### src/rtl/safe_pkg.sv
// Purpose: Shared constants for the analog configuration register bank
// Assumes: 8-bit registers behind a byte-wide register port
// Notes: All reset values are zero
package safe_pkg;
  localparam int unsigned SAFE_AW = 8;
  localparam int unsigned SAFE_DW = 8;
  // Register offsets
  localparam logic [7:0] SAFE_OFS_GAS = 8'h0D;
  localparam logic [7:0] SAFE_OFS_LEDSUP = 8'h0F;
  localparam logic [7:0] SAFE_OFS_PHOTO = 8'h10;
  localparam logic [7:0] SAFE_OFS_LEDA = 8'h11;
  localparam logic [7:0] SAFE_OFS_LEDB = 8'h12;
  // Reset values
  localparam logic [7:0] SAFE_RST_VAL = 8'h00;
  // Writable bit masks; cleared bits are reserved and read zero
  localparam logic [7:0] SAFE_MSK_GAS = 8'hFF;
  localparam logic [7:0] SAFE_MSK_LEDSUP = 8'h0E;
  localparam logic [7:0] SAFE_MSK_PHOTO = 8'h7F;
  localparam logic [7:0] SAFE_MSK_DAC = 8'hFF;
  // Field positions, gas amplifier register
  localparam int unsigned SAFE_GAS_REFBUF = 7;
  localparam int unsigned SAFE_GAS_REF_HI = 6;
  localparam int unsigned SAFE_GAS_REF_LO = 5;
  localparam int unsigned SAFE_GAS_FB_HI = 4;
  localparam int unsigned SAFE_GAS_FB_LO = 3;
  localparam int unsigned SAFE_GAS_DIR = 2;
  localparam int unsigned SAFE_GAS_TEST = 1;
  localparam int unsigned SAFE_GAS_AMP = 0;
  // Field positions, LED supply register
  localparam int unsigned SAFE_SUP_HI = 3;
  localparam int unsigned SAFE_SUP_LO = 1;
  // Field positions, photo chain register
  localparam int unsigned SAFE_PH_B_HI = 6;
  localparam int unsigned SAFE_PH_B_LO = 5;
  localparam int unsigned SAFE_PH_A_HI = 4;
  localparam int unsigned SAFE_PH_A_LO = 3;
  localparam int unsigned SAFE_PH_REF = 2;
  localparam int unsigned SAFE_PH_G_HI = 1;
  localparam int unsigned SAFE_PH_G_LO = 0;
  // Highest legal supply code
  localparam logic [2:0] SAFE_SUP_MAX = 3'h5;
endpackage

### src/rtl/safe_cfg_reg.sv
// Purpose: One masked 8-bit configuration register
// Assumes: Write strobe and default command are synchronous to mclk_i
// Notes: Masked bits hold zero forever
`timescale 1ns/1ns
module safe_cfg_reg #(
  parameter logic [7:0] WR_MASK = 8'hFF
) (
  // Clock and reset
  input wire logic mclk_i,
  input wire logic rstn_i,
  input wire logic clk_en_i,
  // Control
  input wire logic defaults_i,
  input wire logic wr_i,
  input wire logic [7:0] wdata_i,
  // Value
  output logic [7:0] value_o
);
  import safe_pkg::*;

  logic [7:0] value_d;

  // Default command outranks a write in the same cycle
  assign value_d = defaults_i ? SAFE_RST_VAL :
                   wr_i ? (wdata_i & WR_MASK) : value_o;

  // Storage
  always_ff @(posedge mclk_i or negedge rstn_i) begin
    if (!rstn_i) begin
      value_o <= SAFE_RST_VAL;
    end else if (clk_en_i) begin
      value_o <= value_d;
    end
  end
endmodule

### src/rtl/safe_regs.sv
// Purpose: Analog front end configuration bank for gas and photo chains
// Assumes: Serial host port already decoded into byte read and write strobes
// Notes: Read data registered one cycle after the read strobe
//
// How it works
// - Gas reference select in bits 6-5, codes pick 1.25 to 5 mV.
// - Gas feedback resistance select in bits 4-3, four resistor values.
// - Bit 7 turns the 300 mV reference buffer on.
// - Bit 2 picks test output pull direction, one means pull-up.
// - Bit 1 routes the gas test output onto the photo reference pin.
// - Bit 0 switches the gas amplifier on.
// - LED supply code in bits 3-1; other bits reserved, read zero.
// - LED B drift code in photo register bits 6-5.
// - LED A drift code in photo register bits 4-3.
// - Bit 2 references photo gain to 50 mV internal reference.
// - Bits 1-0 select photo gain of 5, 11, 20 or 35.
// - Each LED level register holds a full 8-bit DAC code.
// - Five registers at 0Dh, 0Fh, 10h, 11h, 12h reset to zero.
// - Default command returns all five registers to zero on each enabled edge while it is held high.
`timescale 1ns/1ns
module safe_regs (
  // Clock and reset
  input wire logic mclk_i,
  input wire logic rstn_i,
  input wire logic clk_en_i,
  // Register port from the serial host interface
  input wire logic [safe_pkg::SAFE_AW-1:0] addr_i,
  input wire logic wr_en_i,
  input wire logic rd_en_i,
  input wire logic [safe_pkg::SAFE_DW-1:0] wdata_i,
  input wire logic register_default_cmd_i,
  output logic [safe_pkg::SAFE_DW-1:0] rdata_o,
  output logic rvalid_o,
  output logic hit_o,
  // Gas amplifier controls
  output logic ref_buffer_on_o,
  output logic [1:0] gas_ref_level_o,
  output logic [1:0] gas_feedback_sel_o,
  output logic gas_test_pull_dir_o,
  output logic gas_test_out_on_o,
  output logic gas_amp_on_o,
  // LED supply
  output logic [2:0] led_supply_code_o,
  output logic led_supply_code_bad_o,
  // Photo chain controls
  output logic [1:0] led_b_drift_code_o,
  output logic [1:0] led_a_drift_code_o,
  output logic photo_ref_select_o,
  output logic [1:0] photo_gain_code_o,
  // LED current DAC codes
  output logic [7:0] led_a_level_code_o,
  output logic [7:0] led_b_level_code_o
);
  import safe_pkg::*;

  logic [7:0] co_amp_config;
  logic [7:0] led_supply_voltage;
  logic [7:0] photo_chain_config;
  logic [7:0] led_a_current_code;
  logic [7:0] led_b_current_code;
  logic [7:0] rdata_d;
  logic hit_d;
  logic sel_gas;
  logic sel_sup;
  logic sel_ph;
  logic sel_la;
  logic sel_lb;
  logic ref_buffer_on_d;
  logic [1:0] gas_ref_level_d;
  logic [1:0] gas_feedback_sel_d;
  logic gas_test_pull_dir_d;
  logic gas_test_out_on_d;
  logic gas_amp_on_d;
  logic [2:0] led_supply_code_d;
  logic led_supply_code_bad_d;
  logic [1:0] led_b_drift_code_d;
  logic [1:0] led_a_drift_code_d;
  logic photo_ref_select_d;
  logic [1:0] photo_gain_code_d;
  logic [7:0] led_a_level_code_d;
  logic [7:0] led_b_level_code_d;

  // Address decode
  assign sel_gas = (addr_i == SAFE_OFS_GAS);
  assign sel_sup = (addr_i == SAFE_OFS_LEDSUP);
  assign sel_ph = (addr_i == SAFE_OFS_PHOTO);
  assign sel_la = (addr_i == SAFE_OFS_LEDA);
  assign sel_lb = (addr_i == SAFE_OFS_LEDB);

  // Gas amplifier register, all bits writable
  safe_cfg_reg #(.WR_MASK(SAFE_MSK_GAS)) u_gas (
    .mclk_i(mclk_i),
    .rstn_i(rstn_i),
    .clk_en_i(clk_en_i),
    .defaults_i(register_default_cmd_i),
    .wr_i(wr_en_i && sel_gas),
    .wdata_i(wdata_i),
    .value_o(co_amp_config)
  );

  // Supply register keeps only bits 3-1; the mask protects reserved bits
  safe_cfg_reg #(.WR_MASK(SAFE_MSK_LEDSUP)) u_sup (
    .mclk_i(mclk_i),
    .rstn_i(rstn_i),
    .clk_en_i(clk_en_i),
    .defaults_i(register_default_cmd_i),
    .wr_i(wr_en_i && sel_sup),
    .wdata_i(wdata_i),
    .value_o(led_supply_voltage)
  );

  // Photo chain register, bit 7 reserved
  safe_cfg_reg #(.WR_MASK(SAFE_MSK_PHOTO)) u_ph (
    .mclk_i(mclk_i),
    .rstn_i(rstn_i),
    .clk_en_i(clk_en_i),
    .defaults_i(register_default_cmd_i),
    .wr_i(wr_en_i && sel_ph),
    .wdata_i(wdata_i),
    .value_o(photo_chain_config)
  );

  // LED A DAC code, full byte
  safe_cfg_reg #(.WR_MASK(SAFE_MSK_DAC)) u_la (
    .mclk_i(mclk_i),
    .rstn_i(rstn_i),
    .clk_en_i(clk_en_i),
    .defaults_i(register_default_cmd_i),
    .wr_i(wr_en_i && sel_la),
    .wdata_i(wdata_i),
    .value_o(led_a_current_code)
  );

  // LED B DAC code, full byte
  safe_cfg_reg #(.WR_MASK(SAFE_MSK_DAC)) u_lb (
    .mclk_i(mclk_i),
    .rstn_i(rstn_i),
    .clk_en_i(clk_en_i),
    .defaults_i(register_default_cmd_i),
    .wr_i(wr_en_i && sel_lb),
    .wdata_i(wdata_i),
    .value_o(led_b_current_code)
  );

  // Read mux; unmapped offsets read zero and drop the hit flag
  assign rdata_d = sel_gas ? co_amp_config :
                   sel_sup ? led_supply_voltage :
                   sel_ph ? photo_chain_config :
                   sel_la ? led_a_current_code :
                   sel_lb ? led_b_current_code : SAFE_RST_VAL;
  assign hit_d = sel_gas | sel_sup | sel_ph | sel_la | sel_lb;

  // Read answer, one cycle after the strobe
  always_ff @(posedge mclk_i or negedge rstn_i) begin
    if (!rstn_i) begin
      rdata_o <= SAFE_RST_VAL;
      rvalid_o <= 1'b0;
      hit_o <= 1'b0;
    end else if (clk_en_i) begin
      rvalid_o <= rd_en_i;
      if (rd_en_i) begin
        rdata_o <= rdata_d;
        hit_o <= hit_d;
      end
    end
  end

  // Field slices of the gas amplifier register
  assign ref_buffer_on_d = co_amp_config[SAFE_GAS_REFBUF];
  assign gas_ref_level_d = co_amp_config[SAFE_GAS_REF_HI:SAFE_GAS_REF_LO];
  assign gas_feedback_sel_d = co_amp_config[SAFE_GAS_FB_HI:SAFE_GAS_FB_LO];
  assign gas_test_pull_dir_d = co_amp_config[SAFE_GAS_DIR];
  assign gas_test_out_on_d = co_amp_config[SAFE_GAS_TEST];
  assign gas_amp_on_d = co_amp_config[SAFE_GAS_AMP];

  // Supply field; codes 6 and 7 are kept as written and only flagged
  assign led_supply_code_d = led_supply_voltage[SAFE_SUP_HI:SAFE_SUP_LO];
  assign led_supply_code_bad_d = (led_supply_code_d > SAFE_SUP_MAX);

  // Field slices of the photo chain register
  assign led_b_drift_code_d = photo_chain_config[SAFE_PH_B_HI:SAFE_PH_B_LO];
  assign led_a_drift_code_d = photo_chain_config[SAFE_PH_A_HI:SAFE_PH_A_LO];
  assign photo_ref_select_d = photo_chain_config[SAFE_PH_REF];
  assign photo_gain_code_d = photo_chain_config[SAFE_PH_G_HI:SAFE_PH_G_LO];

  // Level codes pass through whole
  assign led_a_level_code_d = led_a_current_code;
  assign led_b_level_code_d = led_b_current_code;

  // Every field output is registered again so analog controls see clean
  // levels; costs one cycle of latency after a write
  // Reference buffer enable
  always_ff @(posedge mclk_i or negedge rstn_i) begin
    if (!rstn_i) begin
      ref_buffer_on_o <= 1'b0;
    end else if (clk_en_i) begin
      ref_buffer_on_o <= ref_buffer_on_d;
    end
  end

  // Gas reference level
  always_ff @(posedge mclk_i or negedge rstn_i) begin
    if (!rstn_i) begin
      gas_ref_level_o <= 2'h0;
    end else if (clk_en_i) begin
      gas_ref_level_o <= gas_ref_level_d;
    end
  end

  // Gas feedback resistor select
  always_ff @(posedge mclk_i or negedge rstn_i) begin
    if (!rstn_i) begin
      gas_feedback_sel_o <= 2'h0;
    end else if (clk_en_i) begin
      gas_feedback_sel_o <= gas_feedback_sel_d;
    end
  end

  // Test output pull direction
  always_ff @(posedge mclk_i or negedge rstn_i) begin
    if (!rstn_i) begin
      gas_test_pull_dir_o <= 1'b0;
    end else if (clk_en_i) begin
      gas_test_pull_dir_o <= gas_test_pull_dir_d;
    end
  end

  // Test output routing onto the photo reference pin
  always_ff @(posedge mclk_i or negedge rstn_i) begin
    if (!rstn_i) begin
      gas_test_out_on_o <= 1'b0;
    end else if (clk_en_i) begin
      gas_test_out_on_o <= gas_test_out_on_d;
    end
  end

  // Gas amplifier power
  always_ff @(posedge mclk_i or negedge rstn_i) begin
    if (!rstn_i) begin
      gas_amp_on_o <= 1'b0;
    end else if (clk_en_i) begin
      gas_amp_on_o <= gas_amp_on_d;
    end
  end

  // LED supply voltage code
  always_ff @(posedge mclk_i or negedge rstn_i) begin
    if (!rstn_i) begin
      led_supply_code_o <= 3'h0;
    end else if (clk_en_i) begin
      led_supply_code_o <= led_supply_code_d;
    end
  end

  // Flags a host that broke the supply code limit
  always_ff @(posedge mclk_i or negedge rstn_i) begin
    if (!rstn_i) begin
      led_supply_code_bad_o <= 1'b0;
    end else if (clk_en_i) begin
      led_supply_code_bad_o <= led_supply_code_bad_d;
    end
  end

  // LED B drift code
  always_ff @(posedge mclk_i or negedge rstn_i) begin
    if (!rstn_i) begin
      led_b_drift_code_o <= 2'h0;
    end else if (clk_en_i) begin
      led_b_drift_code_o <= led_b_drift_code_d;
    end
  end

  // LED A drift code
  always_ff @(posedge mclk_i or negedge rstn_i) begin
    if (!rstn_i) begin
      led_a_drift_code_o <= 2'h0;
    end else if (clk_en_i) begin
      led_a_drift_code_o <= led_a_drift_code_d;
    end
  end

  // Photo reference select
  always_ff @(posedge mclk_i or negedge rstn_i) begin
    if (!rstn_i) begin
      photo_ref_select_o <= 1'b0;
    end else if (clk_en_i) begin
      photo_ref_select_o <= photo_ref_select_d;
    end
  end

  // Photo gain code
  always_ff @(posedge mclk_i or negedge rstn_i) begin
    if (!rstn_i) begin
      photo_gain_code_o <= 2'h0;
    end else if (clk_en_i) begin
      photo_gain_code_o <= photo_gain_code_d;
    end
  end

  // LED A level code
  always_ff @(posedge mclk_i or negedge rstn_i) begin
    if (!rstn_i) begin
      led_a_level_code_o <= SAFE_RST_VAL;
    end else if (clk_en_i) begin
      led_a_level_code_o <= led_a_level_code_d;
    end
  end

  // LED B level code
  always_ff @(posedge mclk_i or negedge rstn_i) begin
    if (!rstn_i) begin
      led_b_level_code_o <= SAFE_RST_VAL;
    end else if (clk_en_i) begin
      led_b_level_code_o <= led_b_level_code_d;
    end
  end
endmodule

### config.mk
export PLATFORM = sky130hd
export DESIGN_NAME = safe_regs
export DESIGN_NICKNAME = d
export VERILOG_FILES = /design/src/rtl/safe_pkg.sv /design/src/rtl/safe_cfg_reg.sv /design/src/rtl/safe_regs.sv
export SDC_FILE = /design/constraint.sdc
export NUM_CORES = 1
export LEC_CHECK = 0
export BUFFER_PORTS_ARGS = -buffer_cell sky130_fd_sc_hd__buf_2
export CAP_MARGIN = 10
export CORE_MARGIN = 2
export CORE_UTILIZATION = 30
export CTS_BUF_LIST = sky130_fd_sc_hd__clkbuf_4
export DETAILED_ROUTE_END_ITERATION = 12
export GPL_TIMING_DRIVEN = 0
export HOLD_SLACK_MARGIN = 0.1
export PLACE_DENSITY = 0.44
export SYNTH_ARGS = -nofsm -noshare
export SYNTH_HDL_FRONTEND = slang
export SYNTH_SLANG_ARGS = --single-unit
### constraint.sdc
create_clock -name mclk_i -period 1.6 [get_ports mclk_i]
set_clock_uncertainty 0.15 [all_clocks]
set_input_delay 0.08 -clock mclk_i [delete_from_list [all_inputs] [get_ports mclk_i]]
set_output_delay 0.08 -clock mclk_i [all_outputs]
set_load 0.1 [all_outputs]
; Word-level counts from Yosys, hierarchy flattened
; Index checks and enable logic that the tools add are counted.
; Widths: inputs -> output; s select.
[word_totals]
ff_bits = 85
in_bits = 22
out_inout_bits = 45
wordCells = 63
[op_classes]
magnitude_cmp = 1
n_eq_ne = 5
mux = 15
bitwise_logic = 4
n_reduce_logical = 16
[ops]
columns = op, n
row1 = $mux 8, 15
row2 = $eq 8x5->1 const B, 3
row3 = $eq 8x4->1 const B, 2
row4 = $reduce_and 2->1, 6
row5 = $reduce_bool 2->1, 5
row6 = $logic_and 1x1->1, 5
row7 = $or 1x1->1, 4
row8 = $gt 3x3->1 const B, 1

; Longest topological paths before layout
; Gate-level depths: netlist (run 1).
[logic_depth]
ltp_word = 6
ltp_mapped = 6
depth_no_buf = 4

; Hierarchy
; A second synthesis (run 1) with hierarchy kept.
[hier_totals]
hier_cells = 369
area_unflattened_um2 = 4176.5
[modules_own_cells]
columns = mod, n_inst, cells_per_inst, area_each_um2, seq_area_each_um2
row1 = safe_regs, 1, 172, 2138.3, 1126.1
row2 = safe_cfg_reg at u_gas ..., 3, 45, 480.5, 200.2
row3 = safe_cfg_reg at u_ph, 1, 41, 400.4, 175.2
row4 = safe_cfg_reg at u_sup, 1, 21, 196.4, 75.1

; Least setup slack after synthesis (run 1)
; OpenSTA, ideal clock, no wires.
[synth_path]
path_type = register to register
start = register gas_amp_on_o (netlist name)
end = register gas_amp_on_o
setup_ns = 0.125
arrival_ns = 1.130
required_ns = 1.325
slack_ns = 0.194
stages_incl_launch_ff = 2
path_buffers = 0
synth_period_minus_slack_ns = 1.406
cell_sequence = dfrtp_1 -> mux2_2
[synth_rtl]
columns = element, line
row1 = end signal: assignment, safe_regs.sv:242  ; gas_amp_on_o <= gas_amp_on_d;
row2 = end: declaration, safe_regs.sv:41  ; output logic gas_amp_on_o,

; Worst setup path in the final report (run 1)
[layout_path]
start = input wr_en_i
end = register u_lb.value_o[3]
[layout_via]
elab_chain_len = 3
[layout_rtl]
columns = element, line
row1 = start: declaration, safe_regs.sv:28  ; input wire logic wr_en_i,
row2 = $logic_and 1x1->1, safe_regs.sv:140  ; .wr_i(wr_en_i && sel_lb),
row3 = $reduce_bool 2->1 (no line), n/a
row4 = $reduce_and 2->1 (no line), n/a
row5 = end signal: assignment, safe_cfg_reg.sv:32  ; value_o <= value_d;
row6 = end: declaration, safe_cfg_reg.sv:17  ; output logic [7:0] value_o
; No other way between the ends.
; A chain may end at the register's enable or synchronous reset.

==> run summary, run 1 <==
# rows - 40
Layout Utilization - 37.4%
Placed Cells - 515
Main area contributors after synthesis - dfrtp_1 (55%), mux2_2 (11%), mux2i_1 (6.1%)
Commonest cells after routing, fill and taps aside - dfrtp_1 (79), buf_2 (70), mux2_2 (34), inv_1 (27), mux2i_1 (22)
Asr flop ratio synth - 100%
Leading cell type in the layout, fill and taps excluded - dfrtp_1
Final max-slew violation count - 0
Port Buf Inserts - 63
DR DRC count - 0
Clk root buf - clkbuf_4
CTS Buf Count - 9
Pwr Density - 1140 nW/µm²
Crit Path Category - input port to flip-flop
Gr usage total - 16.9%
Yosys reg bits - 79
Die Span Y - 114 µm
WP data arrival - 1.69 ns
Yosys warnings - 0
Final period util - 95.7%
Area Growth Syn to Fin - 23.0%
Clock slew at reported path FFs - 0.12 ns
Fmax - 653 MHz
HP Start - addr_i[3]
First-iteration detailed-routing DRC count - 114
Hold Slack - 0.00891 ns
Layout cells sized above 1 - 31.4%
Routed Antenna Nets - 0
Final nets - 418
Post-DP Area - 4140 µm²
Largest area contributor in the netlist - dfrtp_1
Maxcap violations - 0
Final HPWL from detailed placement - 7.19 mm
Critical Path Fanout Max - 9
Design Area, Final - 4440 µm²
Leak - 2.25 nW
Predominant post-synthesis flop cell - dfrtp_1
Post-synth top area share - 54.8%
Number of failing hold endpoints at the final stage - 0
Cell count after synthesis - 304
Worst path buffer plus inverter count - 2
Die X - 114 µm
Critical Path RT - 1.76 ns
Reg2reg start - u_lb.value_o[3]
Core Region - 11,900 µm²
Worst-Skew Late Latency - 0.45 ns
Dpl ws - -0.234 ns
CP max-delay cell - dlygate4sd3_1
Status - finished, final reports clean
Synth cell types - 34
Fin crit period - 1.53 ns
Critical Path, Cell by Cell - buf_2 -> dlygate4sd3_1 -> nand4_2 -> mux2i_1 -> o22ai_1
RSZ-0062 raised after global routing - no
Fin cells - 548
Worst vdd ir - 0.687 mV
Vias - 2,746
Sink Count - 79
Crit path launch - wr_en_i
Hold crit path type - input port to flip-flop
Post-synth EDFFs - 0
Total routed wirelength - 10.2 mm
Clk buf depth - 2
Type of origin of the critical path - input port
Sequential fraction of the synthesis area - 54.8%
Routability cong. - 0.794
Final setup violation count - 0
Grt ovf - 0
Io pins - 67
First-pass GRT wire length - 16.3 mm
Max incr delay on CP - 0.69 ns
CTS tree - built
Vias per cell - 5.01
Tightest Pin Transition - 0.619 ns
CP endpoint kind - flip-flop
Crit-path leading delay family - buffers and inverters
Initial Util - 30.4%
Post-CTS setup buffer count - 0
Vias in the first global route - 2,878
Largest net degree at the start of global routing - 48
Setup TNS - 0 ns
Reg-to-reg setup timing slack - 0.18 ns
Cts hold-fix bufs - 17
Final worst slack - 0.0683 ns
Drt first pass iters - 4
H-tree levels - 3
Rel. slew slack - 58.7%
Net count after synthesis - 326
Total power - 5.08 mW
Diode count - 0
Netlist Area Pre-Place - 3610 µm²
WL/cell - 18.6 µm
Syn Area/Cell - 11.9 µm²
Die Area - 12,900 µm²
Initial antenna violation count - 0
## routing by layer
layer | GRT usage, % | share of wire [%]
met1 | 23.5 | 49
met2 | 26.0 | 45
met3 | 4.62 | 4.6
met4 | 5.04 | 1.2
met5 | 0 | 0
## registers in the layout (all words and copies together) (netlist names), 3 cells and up
name,count
led_a_level_code_o,8
led_b_level_code_o,8
rdata_o,8
u_gas.value_o,8
u_la.value_o,8
u_lb.value_o,8
u_ph.value_o,7
led_supply_code_o,3
u_sup.value_o,3
## cell usage after synthesis, types with 2 or more instances
master,count
nand3_1,10
nand4b_2,2
o221ai_1,7
dfrtp_1,79
buf_2,8
o211ai_1,2
o21ai_0,11
nor2b_1,4
mux2_2,34
clkbuf_1,9
nand3b_1,3
o22ai_1,18
nand2_1,17
nand4_1,4
a22oi_1,8
inv_1,27
a21oi_1,3
and2_1,9
o2bb2ai_1,4
mux2i_1,22
a32o_1,3
a22o_1,8
## timing repair
action | CTS | global route
resized for setup | 0 | 1
setup endpoints to repair | 0 | 1
endpoints found under the hold margin | 119 | 7
## worst min-delay path, delay by kind of cell
family	cells	cell delay, ns
AND/OR/NAND/NOR	2	0.28
AO/OA/AOI/OAI	1	0.10
buffers and inverters	1	0.11
## worst paths after layout
| kind | to | depth (start not counted) |
|---|---|---|
| max in group asynchronous | u_la.value_o[3] | 4 |
| max reg2reg | rdata_o[3] | 4 |
| min reg2reg | rdata_o[0] | 2 |
| min in group asynchronous | u_gas.value_o[5] | 3 |
| max | u_lb.value_o[3] | 5 |
| min | u_ph.value_o[2] | 4 |
## final cells by class
type                            count  area (µm²)
Tap cell                          147         184
Fill cell                        1230        7420
Inverter                           27         101
Sequential cell                    79        1980
Clock buffer                        9        67.6
Timing Repair Buffer               81         515
Multi-Input combinational cell    180        1460
Buffer                             18        81.3
Clock inverter                      7        53.8
## power breakdown
group / switching, mW / internal [mW]
logic: 1.22 / 0.358
registers: 0.160 / 2.20
clock network: 0.687 / 0.449
total: 2.07 / 3.01
## cell families (layout without fill, tap and decap cells)
logic type	Yosys count	after routing	share of synthesized area [%]
flops	79	79	54.8
compound gates	67	67	13.3
simple gates	57	57	10.2
mux	56	56	16.7
buf+inv	45	142	5.06
(Power assumes the default switching activity.)
==> inputs of run 2 (changes only) <==
Settings changed: ABC_AREA set to 1, CELL_PAD_IN_SITES_DETAIL_PLACEMENT set to 1, CELL_PAD_IN_SITES_GLOBAL_PLACEMENT set to 1, CTS_BUF_LIST sky130_fd_sc_hd__clkbuf_4 to unset, PLACE_DENSITY 0.44 to 0.55.
==> run summary, run 2 <==
Status - finished, final reports clean
Leading cell type in the layout, fill and taps excluded - nand2_1
# rows - 39
Predominant post-synthesis flop cell - dfrtp_1
Post-DP Area - 4070 µm²
Net count after synthesis - 369
Routability cong. - 0.806
Synth cell types - 27
Placed Cells - 557
FF-to-FF path depth - 6
H-tree levels - 3
Top-count cell post-synth - nand2_1
First-iteration detailed-routing DRC count - 81
Drt first pass iters - 4
Initial Util - 30.8%
Total power - 6.13 mW
Crit Path Category - input port to flip-flop
Final period util - 91.6%
Cell count after synthesis - 347
Io pins - 67
Worst vdd ir - 0.642 mV
Post-CTS setup buffer count - 0
Pwr Density - 1360 nW/µm²
Maxcap violations - 0
Initial antenna violation count - 0
Die Span Y - 112 µm
Rel. slew slack - 67.5%
Vias in the first global route - 2,877
Critical Path Fanout Max - 10
Tightest Pin Transition - 0.491 ns
DR DRC count - 0
CP max-delay cell - dlygate4sd3_1
Final max-slew violation count - 0
Total routed wirelength - 9.82 mm
Asr flop ratio synth - 100%
Post-synth top area share - 56.0%
Routed Antenna Nets - 0
Post-synth EDFFs - 0
Vias - 2,759
Synth top cells by count - nand2_1 (87), dfrtp_1 (79), nand3_1 (41)
Die Area - 12,600 µm²
CTS tree - built
Hold crit path type - input port to async pin
Vias per cell - 4.70
Reg2reg start - u_lb.value_o[3]
Max incr delay on CP - 0.53 ns
# fillers - 1,303
Yosys reg bits - 79
Final HPWL from detailed placement - 7.14 mm
Leak - 2.35 nW
Worst-Skew Late Latency - 0.34 ns
Diode count - 0
First-pass GRT wire length - 16.3 mm
Core Region - 11,500 µm²
WP data arrival - 1.59 ns
Netlist Area Pre-Place - 3530 µm²
Critical Path RT - 1.73 ns
Sequential fraction of the synthesis area - 56.0%
Die X - 112 µm
CP endpoint kind - flip-flop
Fin crit period - 1.47 ns
R2r endpoint - rdata_o[3]
Grt ovf - 0
Largest area contributor in the netlist - dfrtp_1
Area Growth Syn to Fin - 28.2%
Main area contributors after synthesis - dfrtp_1 (56%), mux2_2 (9.3%), nand2_1 (9.3%)
Final nets - 461
CTS Buf Count - 9
Type of origin of the critical path - input port
Layout cells sized above 1 - 35.1%
Critical Path, Cell by Cell - dlygate4sd3_1 -> buf_2 -> inv_1 -> clkbuf_4 -> nand2_1 -> inv_1 -> nand3_1 -> nand2_1
Number of failing hold endpoints at the final stage - 0
Final setup violation count - 0
Clk buf depth - 2
Fin cells - 587
Setup TNS - 0 ns
WL/cell - 16.7 µm
Commonest cells after routing, fill and taps aside - nand2_1 (87), dfrtp_1 (79), buf_2 (73), nand3_1 (41), mux2_2 (29)
Yosys warnings - 0
Dpl ws - -0.0191 ns
Port Buf Inserts - 66
Syn Area/Cell - 10.2 µm²
Clk root buf - clkbuf_16
Largest net degree at the start of global routing - 48
Reg-to-reg setup timing slack - 0.38 ns
Sink Count - 79
Gr usage total - 16.9%
Final worst slack - 0.134 ns
Fmax - 682 MHz
Clock slew at reported path FFs - 0.06 ns
Design Area, Final - 4520 µm²
run 2: cell count changes in the layout (fill, tap and decap cells not counted), sizes merged, moves of 6 or more:
cell,delta
o21ai,+19
nand3,+31
o221ai,-7
a22o,-8
o22ai,-17
a22oi,-8
nand2,+80
clkbuf,-6
and2,-10
nor2,+15
buf,+7
mux2i,-22
run 2: area by class of cell:
class / count / area [µm²] / area share (%)
flip-flops and latches: 79 / 1980 / 43.7
multi-input cells: 232 / 1380 / 30.5
repair buffers: 81 / 500 / 11.1
clock buffers: 11 / 233 / 5.15
well taps: 143 / 179 / 3.96
plain buffers: 14 / 92.6 / 2.05
inverters: 22 / 82.6 / 1.83
clock inverters: 5 / 81.3 / 1.80
run 2: how the worst max path moves through the flow:
| stage | start | to | depth (start not counted) | slack, ns |
|---|---|---|---|---|
| 5_1_grt | register_default_cmd_i | u_gas.value_o[2] | 8 | -0.001 |
| 6_report | register_default_cmd_i | u_sup.value_o[1] | 8 | 0.13 |
| 3_3_place_gp | rstn_i | gas_feedback_sel_o[1] | 1 | -0.39 |
| 2_1_floorplan | gas_amp_on_o | gas_amp_on_o | 1 | 0.19 |
| 4_1_cts | register_default_cmd_i | u_sup.value_o[1] | 8 | 0.05 |
| 3_5_place_dp | addr_i[5] | u_ph.value_o[3] | 10 | -0.02 |
run 2: cells by family (layout without fill, tap and decap cells):
| group | Yosys count | in the layout | share of synthesized area (%) |
|---|---|---|---|
| AND/OR/NAND/NOR | 165 | 165 | 22.8 |
| multiplexers | 29 | 29 | 9.26 |
| buffers and inverters | 36 | 133 | 4.90 |
| flip-flops | 79 | 79 | 56.0 |
| AO/OA/AOI/OAI | 38 | 38 | 6.99 |
run 2: worst max-delay path, delay by kind of cell:
kind / cells / cell delay, ns
buffers and inverters: 5 / 1.16
and+or+nand+nor: 3 / 0.36
run 2: timing repair:
| item | in CTS | in global routing |
|---|---|---|
| hold endpoints to repair | 115 | 0 |
| resized for setup | 0 | 1 |
| setup endpoints to repair | 0 | 6 |
| hold buffers | 14 | 0 |
run 2: routing by layer:
metal / GRT usage (%) / up-vias / part of all wire [%]
met5: 0 / - / 0
met4: 6.83 / 0 / 1.4
met3: 2.16 / 7 / 3.9
met2: 25.5 / 59 / 46
met1: 24.6 / 1346 / 49
li1: - / 1347 / -
run 2: through the flow:
step	hold WS [ns]	utilization, %
finish	0.0722	39.4
floorplan	-0.366	-
CTS	0.0761	39.4
global placement	0.281	35.2
detailed placement	-0.0787	35.5
global route	0.119	39.4
run 2: power breakdown:
part | internal, mW | total (mW) | switching (mW)
combinational | 0.311 | 1.58 | 1.27
sequential | 2.21 | 2.36 | 0.143
clock | 1.37 | 2.20 | 0.826
